===== config.mk =====
export PLATFORM = sky130hd
export DESIGN_NAME = ptdc_timer
export DESIGN_NICKNAME = d
export VERILOG_FILES = /design/src/ptdc_pkg.sv /design/src/ptdc_timer.sv
export SDC_FILE = /design/constraint.sdc
export NUM_CORES = 1
export LEC_CHECK = 0
export ABC_CLOCK_PERIOD_IN_PS = 6500
export BUFFER_PORTS_ARGS = -buffer_cell sky130_fd_sc_hd__buf_4
export CAP_MARGIN = 20
export CORE_MARGIN = 2
export CORE_UTILIZATION = 40
export CTS_BUF_LIST = sky130_fd_sc_hd__clkbuf_8
export DETAILED_ROUTE_END_ITERATION = 12
export MAX_ROUTING_LAYER = met4
export PLACE_DENSITY_LB_ADDON = 0.2
export SLEW_MARGIN = 20
export SYNTH_ARGS = -nofsm -noshare
export SYNTH_HDL_FRONTEND = slang
export SYNTH_SLANG_ARGS = --single-unit
export TNS_END_PERCENT = 50

===== constraint.sdc =====
create_clock -name clock_in -period 6.5 [get_ports clock_in]
set_input_delay 1.95 -clock clock_in [delete_from_list [all_inputs] [get_ports clock_in]]
set_output_delay 1.95 -clock clock_in [all_outputs]
set_load 0.005 [all_outputs]

===== src/ptdc_pkg.sv =====
// Constants for the periodic tick down counter
// Operation
// [RL1] Calibration register mirrors system configuration value
// [RL2] Calibration fields: count, inexact, no-reference
// [RL3] 24-bit down counter, interrupt on zero
// [RL4] Tick from CPU clock or half rate
// [RL5] Clock select one means full rate
// [RL6] Software programs reload for desired interval
// [RL7] Calibration count offered as default reload
// [RL8] Current value write makes counting start fresh
// [RL9] Writing seven enables count, interrupt, full clock
// [RL10] Period equals reload plus one ticks
// [RL11] Software aims for a ten millisecond tick
// [RL12] Counter reloads from reload field at zero
// [RL13] Wrapped flag set on zero, read clears
// [RL14] Bits: enable, interrupt enable, clock select
// [RL15] Current value reads live; write clears
// [RL16] Disabled counter holds and raises nothing
`default_nettype none
package ptdc_pkg;
    // Register byte addresses
    localparam logic [31:0] CSR_ADDR   = 32'he000e010;
    localparam logic [31:0] RVR_ADDR   = 32'he000e014;
    localparam logic [31:0] CVR_ADDR   = 32'he000e018;
    localparam logic [31:0] CALIB_ADDR = 32'he000e01c;
    // Counter width
    localparam int CNT_W = 24;
    // Control and status bit positions
    localparam int CSR_EN_BIT   = 0;
    localparam int CSR_IRQ_BIT  = 1;
    localparam int CSR_CLK_BIT  = 2;
    localparam int CSR_WRAP_BIT = 16;
    // Calibration field positions
    localparam int CAL_CNT_MSB  = 23;
    localparam int CAL_CALIBRATION_INEXACT_FLAG_BIT = 30;
    localparam int CAL_NREF_BIT = 31;
    // Calibration mask keeps reserved bits 29:24 at zero
    localparam logic [31:0] CAL_MASK  = 32'hc0ffffff;
    // Reset values
    localparam logic [31:0] CAL_RST   = 32'h00000004;
    localparam logic [23:0] RVR_RST   = 24'h000000;
    localparam logic [23:0] CVR_RST   = 24'h000000;
    // Value that enables everything at full rate
    localparam logic [31:0] CSR_ALL_ON = 32'h00000007;
    // Count values with special meaning
    localparam logic [23:0] CNT_ZERO  = 24'h000000;
    localparam logic [23:0] CNT_ONE   = 24'h000001;
endpackage
`default_nettype wire


===== src/ptdc_timer.sv =====
// Periodic tick down counter with its memory-mapped registers
`timescale 1ns/100ps
`default_nettype none
module ptdc_timer #(
    // Counter width
    parameter int W = ptdc_pkg::CNT_W
) (
    // Clock and reset
    input  wire logic        clock_in,
    input  wire logic        rst_in,
    // Register access port
    input  wire logic [31:0] reg_addr_in,
    input  wire logic        reg_wr_in,
    input  wire logic [31:0] reg_wdata_in,
    input  wire logic        reg_rd_in,
    output logic      [31:0] reg_rdata_out,
    // Calibration value from the system configuration block
    input  wire logic [31:0] calib_in,
    // Tick interrupt request
    output logic             tick_irq_out
);
    // Control bits
    logic         en_ff,      nxt_en;       // Counter enable
    logic         irq_en_ff,  nxt_irq_en;   // Interrupt enable
    logic         clk_sel_ff, nxt_clk_sel;  // One selects full rate
    // Status and datapath
    logic         wrap_ff,    nxt_wrap;     // Reached zero since read
    logic [W-1:0] reload_ff,  nxt_reload;   // Reload value
    logic [W-1:0] cnt_ff,     nxt_cnt;      // Live count
    logic         div_ff,     nxt_div;      // Half-rate phase
    logic [31:0]  cal_ff,     nxt_cal;      // Mirrored calibration
    logic [31:0]  rdata_ff,   nxt_rdata;    // Read data
    logic         irq_ff,     nxt_irq;      // Interrupt pulse

    // Decoded accesses
    logic wr_csr, wr_rvr, wr_cvr, rd_csr;
    logic tick;     // Counting edge this cycle
    logic hit_zero; // Count passes from one to zero

    // Address decode of the register port
    always_comb begin
        wr_csr = reg_wr_in && (reg_addr_in == ptdc_pkg::CSR_ADDR);
        wr_rvr = reg_wr_in && (reg_addr_in == ptdc_pkg::RVR_ADDR);
        wr_cvr = reg_wr_in && (reg_addr_in == ptdc_pkg::CVR_ADDR);
        rd_csr = reg_rd_in && (reg_addr_in == ptdc_pkg::CSR_ADDR);
    end

    // Tick source: every cycle, or every second cycle
    // A phase toggle is used so the whole block stays on one clock
    always_comb begin
        nxt_div = ~div_ff; // [RL4]
        tick    = clk_sel_ff ? 1'b1 : div_ff; // [RL4] [RL5]
        hit_zero = en_ff && tick && (cnt_ff == ptdc_pkg::CNT_ONE); // [RL3]
    end

    // Next state of control, counter and flags
    always_comb begin
        nxt_en      = en_ff;
        nxt_irq_en  = irq_en_ff;
        nxt_clk_sel = clk_sel_ff;
        nxt_reload  = reload_ff;
        nxt_cnt     = cnt_ff;
        nxt_wrap    = wrap_ff;
        nxt_irq     = 1'b0;
        // Calibration tracks the configuration block every cycle
        nxt_cal     = calib_in & ptdc_pkg::CAL_MASK; // [RL1] [RL2] [RL7]
        // Control write
        if (wr_csr) begin
            nxt_en      = reg_wdata_in[ptdc_pkg::CSR_EN_BIT];  // [RL14] [RL9]
            nxt_irq_en  = reg_wdata_in[ptdc_pkg::CSR_IRQ_BIT]; // [RL14] [RL9]
            nxt_clk_sel = reg_wdata_in[ptdc_pkg::CSR_CLK_BIT]; // [RL14] [RL9]
        end
        // Reload write; upper bits are dropped
        if (wr_rvr) begin
            nxt_reload = reg_wdata_in[W-1:0]; // [RL6]
        end
        // Reading status clears the flag
        if (rd_csr) begin
            nxt_wrap = 1'b0; // [RL13]
        end
        // Counting; disabled counter holds its value
        if (en_ff && tick) begin // [RL16]
            if (cnt_ff == ptdc_pkg::CNT_ZERO) begin
                // Zero reloads, so a period is reload plus one ticks
                nxt_cnt = reload_ff; // [RL12] [RL10]
            end else begin
                nxt_cnt = cnt_ff - ptdc_pkg::CNT_ONE; // [RL3]
            end
        end
        // Arrival at zero; set wins over a read clear
        if (hit_zero) begin
            nxt_wrap = 1'b1;       // [RL13]
            nxt_irq  = irq_en_ff;  // [RL3] [RL14]
        end
        // Any write to the current value clears count and flag, so the
        // next enabled tick loads the reload value
        if (wr_cvr) begin
            nxt_cnt  = ptdc_pkg::CVR_RST; // [RL15] [RL8]
            nxt_wrap = 1'b0;              // [RL15]
        end
    end

    // Read multiplexer; unmapped addresses and reserved bits read zero
    always_comb begin
        nxt_rdata = 32'h00000000;
        if (reg_rd_in) begin
            case (reg_addr_in)
                ptdc_pkg::CSR_ADDR: begin
                    nxt_rdata[ptdc_pkg::CSR_EN_BIT]   = en_ff;
                    nxt_rdata[ptdc_pkg::CSR_IRQ_BIT]  = irq_en_ff;
                    nxt_rdata[ptdc_pkg::CSR_CLK_BIT]  = clk_sel_ff;
                    nxt_rdata[ptdc_pkg::CSR_WRAP_BIT] = wrap_ff; // [RL13]
                end
                ptdc_pkg::RVR_ADDR: begin
                    nxt_rdata[W-1:0] = reload_ff;
                end
                ptdc_pkg::CVR_ADDR: begin
                    nxt_rdata[W-1:0] = cnt_ff; // [RL15]
                end
                ptdc_pkg::CALIB_ADDR: begin
                    nxt_rdata = cal_ff; // [RL1] [RL2]
                end
                default: begin
                    nxt_rdata = 32'h00000000;
                end
            endcase
        end
    end

    // State registers
    always_ff @(posedge clock_in) begin
        if (rst_in) begin
            en_ff      <= 1'b0;
            irq_en_ff  <= 1'b0;
            clk_sel_ff <= 1'b0;
            wrap_ff    <= 1'b0;
            reload_ff  <= ptdc_pkg::RVR_RST;
            cnt_ff     <= ptdc_pkg::CVR_RST;
            div_ff     <= 1'b0;
            cal_ff     <= ptdc_pkg::CAL_RST; // [RL2]
            rdata_ff   <= 32'h00000000;
            irq_ff     <= 1'b0;
        end else begin
            en_ff      <= nxt_en;
            irq_en_ff  <= nxt_irq_en;
            clk_sel_ff <= nxt_clk_sel;
            wrap_ff    <= nxt_wrap;
            reload_ff  <= nxt_reload;
            cnt_ff     <= nxt_cnt;
            div_ff     <= nxt_div;
            cal_ff     <= nxt_cal;
            rdata_ff   <= nxt_rdata;
            irq_ff     <= nxt_irq;
        end
    end

    // Outputs come straight from flip-flops
    assign reg_rdata_out = rdata_ff;
    assign tick_irq_out  = irq_ff;
endmodule
`default_nettype wire


# --- Yosys cells after proc, flatten, opt, wreduce, memory -nomap -nowiden ---
# Cells that the tools add are included.
totals:
  input_bits: 100
  register_bits: 118
  output_inout_bits: 33
classes:
  eq_ne: 5
  add_sub_neg: 1
  bitwise_logic: 4
  n_reduce_logical: 12
  muxes: 8
ops:
  columns: ["cell", "n"]
  rows:
  - ["$eq A32 B32 Y1 const B", 4]
  - ["$pmux W13 S3", 1]
  - ["$eq A24 B1 Y1 const B", 1]
  - ["$logic_not A24 Y1", 1]
  - ["$mux W24", 1]
  - ["$sub A24 B1 Y24 const B", 1]
  - ["$pmux W7 S3", 1]
  - ["$pmux W3 S4", 1]
  - ["$logic_and A1 B1 Y1", 6]
  - ["$reduce_or A2 Y1", 3]
  - ["$not A1 Y1", 4]
  - ["$pmux W1 S4", 1]
  - ["$mux W1", 3]
  - ["$reduce_or A3 Y1", 1]
  - ["$reduce_bool A2 Y1", 1]

# --- Logic depth before layout (Yosys ltp) ---
logic_depth:
  depth_word: 5
  mapped_depth: 8

# --- Worst setup path before layout ---
# Ideal clock, no wire load.
synth_timing:
  path_kind: "input to register"
  from: "input reg_addr_in[1]"
  to: "register reload_ff[10]"
  setup_ns: 0.132
  t_required_ns: 6.368
  cell_stages: 7
  slack_ns: 2.893
  arrival_ns: 3.475
  cell_sequence: "nor4b_1 nand4_1 or4_1 clkbuf_1 buf_2 nand2_1 a21oi_1"
synth_between:
  elab_chain_cells: 2
synth_rtl:
  columns: ["element", "line", "text"]
  rows:
  - ["start, declared", "ptdc_timer.sv:12", "input wire logic [31:0] reg_addr_in,"]
  - ["$eq A32 B32 Y1", "ptdc_timer.sv:43", "wr_rvr = reg_wr_in && (reg_addr_in == ptdc_pkg::RVR_ADDR);"]
  - ["$logic_and A1 B1 Y1", "ptdc_timer.sv:43", null]
  - ["end signal, assigned", "ptdc_timer.sv:137", "reload_ff <= ptdc_pkg::RVR_RST;"]
  - ["end signal, assigned", "ptdc_timer.sv:148", "reload_ff <= nxt_reload;"]
  - ["end, declared", "ptdc_timer.sv:28", "logic [W-1:0] reload_ff, nxt_reload;"]
# Every way passes these cells.
# A chain may end at the register's enable or synchronous reset.

# --- Worst setup path after layout ---
layout_timing:
  from: "input reg_addr_in[1]"
  to: "register rdata_ff[22], in the netlist reg_rdata_out[22]"
layout_between:
  elab_chain_cells: 2
layout_rtl:
  columns: ["element", "line", "text"]
  rows:
  - ["$eq A32 B32 Y1", "ptdc_timer.sv:107", "case (reg_addr_in)"]
  - ["$pmux W7 S3 (*)", "ptdc_timer.sv:107", null]
  - ["end signal, assigned", "ptdc_timer.sv:152", "rdata_ff <= nxt_rdata;"]
  - ["end, declared", "ptdc_timer.sv:32", "logic [31:0] rdata_ff, nxt_rdata;"]
# Every way passes the cells marked *; elsewhere a longest branch is shown, timed or not.

==> summary.txt <==
Critical path
  • Worst Path Max Fanout: 24
  • Worst Path Arrival: 4.25 ns
  • Crit-path max cell delay: 1.01 ns
  • Worst Setup End Kind: flip-flop
  • WS Path Type: in2reg
  • Crit-path cells: buf_4, nor4b_1, nand4_1, nor3_4, a22oi_1, nor3_1
  • Required @ worst endpoint: 6.78 ns
  • Slowest CP cell: nor3_4
  • CP startpoint kind: input pin

Floorplanning
  • Effective utilization at floorplan: about two fifths
  • I/O Pins: 133
  • Die ar.: ~13000 µm²
  • Row cnt: 39
  • Die width: 112 µm
  • Core Region: 11420 µm²
  • Die Span Y: about 110 µm

Finish
  • Share of cells above drive strength 1: 25.32%
  • ANT cells: 0
  • # fillers: 1095
  • Final #Nets: around 730
  • P&R area growth vs syn: 22.47%
  • Non-filler cells, final: between 700 and 800

Clocking
  • CTS buffer count: 9
  • Root Driver: clkbuf_8
  • Worst-skew pair later-pin latency: 0.38 ns
  • Post-CTS sizing: 0
  • H-tree depth: 3
  • Hold Buf Count CTS: 0
  • CTS Sinks: roughly 110
  • CTS tree: yes
  • # Post-CTS Setup Buffers: 0
  • Clock-pin slew on the worst setup and hold paths: 0.09 ns
  • Clk buf depth: 2

STA
  • RSZ-0062 raised after global routing: no
  • Final Hold Fails: 0
  • Fin. max-slew vios: 0
  • Tmin final: 3.974 ns
  • Skew final: ~0.0081 ns
  • Worst Max-Slew Pin Slew: about 1.1 ns
  • Slew headroom: 28.76%
  • Tcrit/Tclk final: 61.14%
  • Hold_ws: roughly 0.45 ns
  • Final setup viols: 0
  • Setup TNS: 0 ns
  • Fmax: 0.2516 GHz

Placement
  • HPWL Detailed: 8.248 mm
  • Post-Place Cells: 758
  • Port bufs: 112
  • Placer Congestion: 0.8796

Synth
  • Register area share after synthesis: 45.48%
  • Most used DFF post-synth: dfxtp_1
  • Syn Inst Count: 537
  • Mean Syn Cell Area: 8.689 µm²
  • Async SR Flop Fraction: 0%
  • Synth unique cells: 57
  • Synth top area share: 45.48%
  • Register bit count reported by yosys: 106
  • Synthesized area: between 4000 and 5000 µm²
  • Number of synthesized flops with an enable pin: 0
  • Syn. warnings: 0
  • Post-synth top area cell: dfxtp_1
  • Top cells by area, synth: dfxtp_1 45%, nand2_1 5.8%, a21oi_1 3.9%, a22oi_1 3.9%, mux2_2 3.9%

Detailed routing
  • Drt initial violations: 244
  • Vias: 4169
  • DRT Wirelength: 11.98 mm
  • DRC viols: 0
  • Vias per cell: 5.407
  • WL/cell: 15.54 µm
  • Post-DRT Antenna Nets: 0
  • Drt first pass iters: 5

Power
  • Leak: 2.183 nW
  • Power Total: 1.137 mW
  • Cell Pwr Density: around 200 nW/µm²
  • Worst vdd ir: 0.1257 mV
  • NetSw: 0.2694 mW
  • Combinational power share: approximately a tenth
  • Sequential power share: about three fifths
  • Clock share of power: 31.4%
  • Internal power: 0.8681 mW
  • Sw Ratio: a little under a quarter

Run
  • Max Cap Viol: 0

GRT
  • First-pass GRT wire length: 20.11 mm
  • Number of global-route vias before repair: 4121
  • Initial antenna violation count: 0
  • Gr ovfl total: 0
  • Largest net degree at the start of global routing: 59
  • Total GRT Usage: 20.45%

Worst hold path
  • Worst hold path type: reg2reg

Outcome
  • Status: finished clean
[worst paths after layout]
kind | endpoint | slack, ns | cells after the start | start
worst max register to register | cnt_ff[3] | 3.84 | 6 | cnt_ff[7]
worst min-delay path | div_ff | 0.45 | 1 | div_ff
worst min register to register | div_ff | 0.45 | 1 | div_ff
worst max-delay path | reg_rdata_out[22] | 2.53 | 6 | reg_addr_in[1]
[kinds of logic (layout without fill, tap and decap cells)]
group | count (synthesis) | count (layout) | share of synthesized area, %
multiplexers | 24 | 24 | 5.578
AND/OR/NAND/NOR | 234 | 234 | 26.87
AO/OA/AOI/OAI | 114 | 114 | 15.71
flip-flops | 106 | 106 | 45.48
buffers and inverters | 54 | 140 | 5.283
adder cells (fa/ha/maj) | 3 | 3 | 0.8046
other | 1 | 6 | 0.08037
XOR/XNOR | 1 | 1 | 0.1878
[layout by cell type (no fill, tap or decap), drive strengths merged, types with 2 or more instances in the layout]
| master | count |
|---|---|
| o31ai | 2 |
| nor3 | 31 |
| a22oi | 24 |
| nor2 | 26 |
| mux2i | 8 |
| and4 | 3 |
| nor4b | 4 |
| a221oi | 3 |
| dfxtp | 106 |
| inv | 12 |
| a32oi | 2 |
| conb | 6 |
| nor4 | 13 |
| o2bb2ai | 3 |
| nand4 | 11 |
| o21ai | 18 |
| clkbuf | 11 |
| or2 | 4 |
| o21a | 3 |
| nor2b | 28 |
| nand3 | 19 |
| nand2 | 72 |
| a31oi | 10 |
| ha | 3 |
| buf | 117 |
| or3 | 7 |
| nor3b | 4 |
| a211oi | 3 |
| a21oi | 36 |
| or4 | 7 |
| mux2 | 16 |
| o41ai | 2 |
[cell usage after synthesis (4+ instances only)]
cell type,count
a21oi_1,36
a22oi_1,24
a31oi_1,10
buf_2,11
buf_4,6
clkbuf_1,23
dfxtp_1,106
inv_1,10
mux2_2,16
mux2i_1,8
nand2_1,72
nand3_1,19
nand4_1,11
nor2_1,25
nor2b_1,28
nor3_1,30
nor3b_1,4
nor4_1,9
o21ai_0,17
or3_1,7
or4_1,6
[layer usage]
| metal | share of wire, % | track usage, % | wire length [µm] | vias up |
|---|---|---|---|---|
| li1 | - | - | - | 2094 |
| met1 | 46 | 25.15 | 5496 | 1951 |
| met2 | 48 | 32.77 | 5692 | 106 |
| met3 | 4.6 | 4.573 | 546 | 18 |
| met4 | 2.1 | 8.130 | 246 | 0 |
| met5 | 0 | - | 0 | - |
[cell type report]
type	instances	area (µm²)	area share, %
multi-input combinational	382	2338	40.92
sequential	106	2122	37.14
timing repair buffer	117	878.3	15.37
tap	143	178.9	3.131
clock buffer	11	151.4	2.649
inverter	10	37.54	0.6569
clock inverter	2	7.507	0.1314
[flip-flops by register name, indices dropped and copies added, names as in the netlist]
name	count
clk_sel_ff	1
en_ff	1
div_ff	1
reg_rdata_out	26
cnt_ff	24
irq_en_ff	1
wrap_ff	1
cal_ff	26
reload_ff	24
tick_irq_out	1
[critical path, delay by kind of cell]
family / cells / cell delay [ns]
buffers and inverters: 1 / 0.11
AND/OR/NAND/NOR: 4 / 1.99
AO/OA/AOI/OAI: 1 / 0.21
[per-stage QoR]
stage	utilization, %	setup slack (ns)	cell area, µm²
2_1_floorplan	-	2.893	4684
3_3_place_gp	48.65	2.199	5555
3_5_place_dp	48.65	2.132	5555
4_1_cts	50.04	2.538	5714
5_1_grt	50.04	2.338	5714
6_report	50.04	2.526	5714
[power groups by stage]
stage	Combinational, mW	Clock (mW)	Sequential [mW]
6_report	0.117	0.357	0.663
5_1_grt	0.130	0.391	0.665
4_1_cts	0.118	0.367	0.664
3_5_place_dp	0.118	0	0.679
3_3_place_gp	0.116	0	0.679
2_1_floorplan	0.0633	0	0.677
Power figures use the tool's default switching activity.
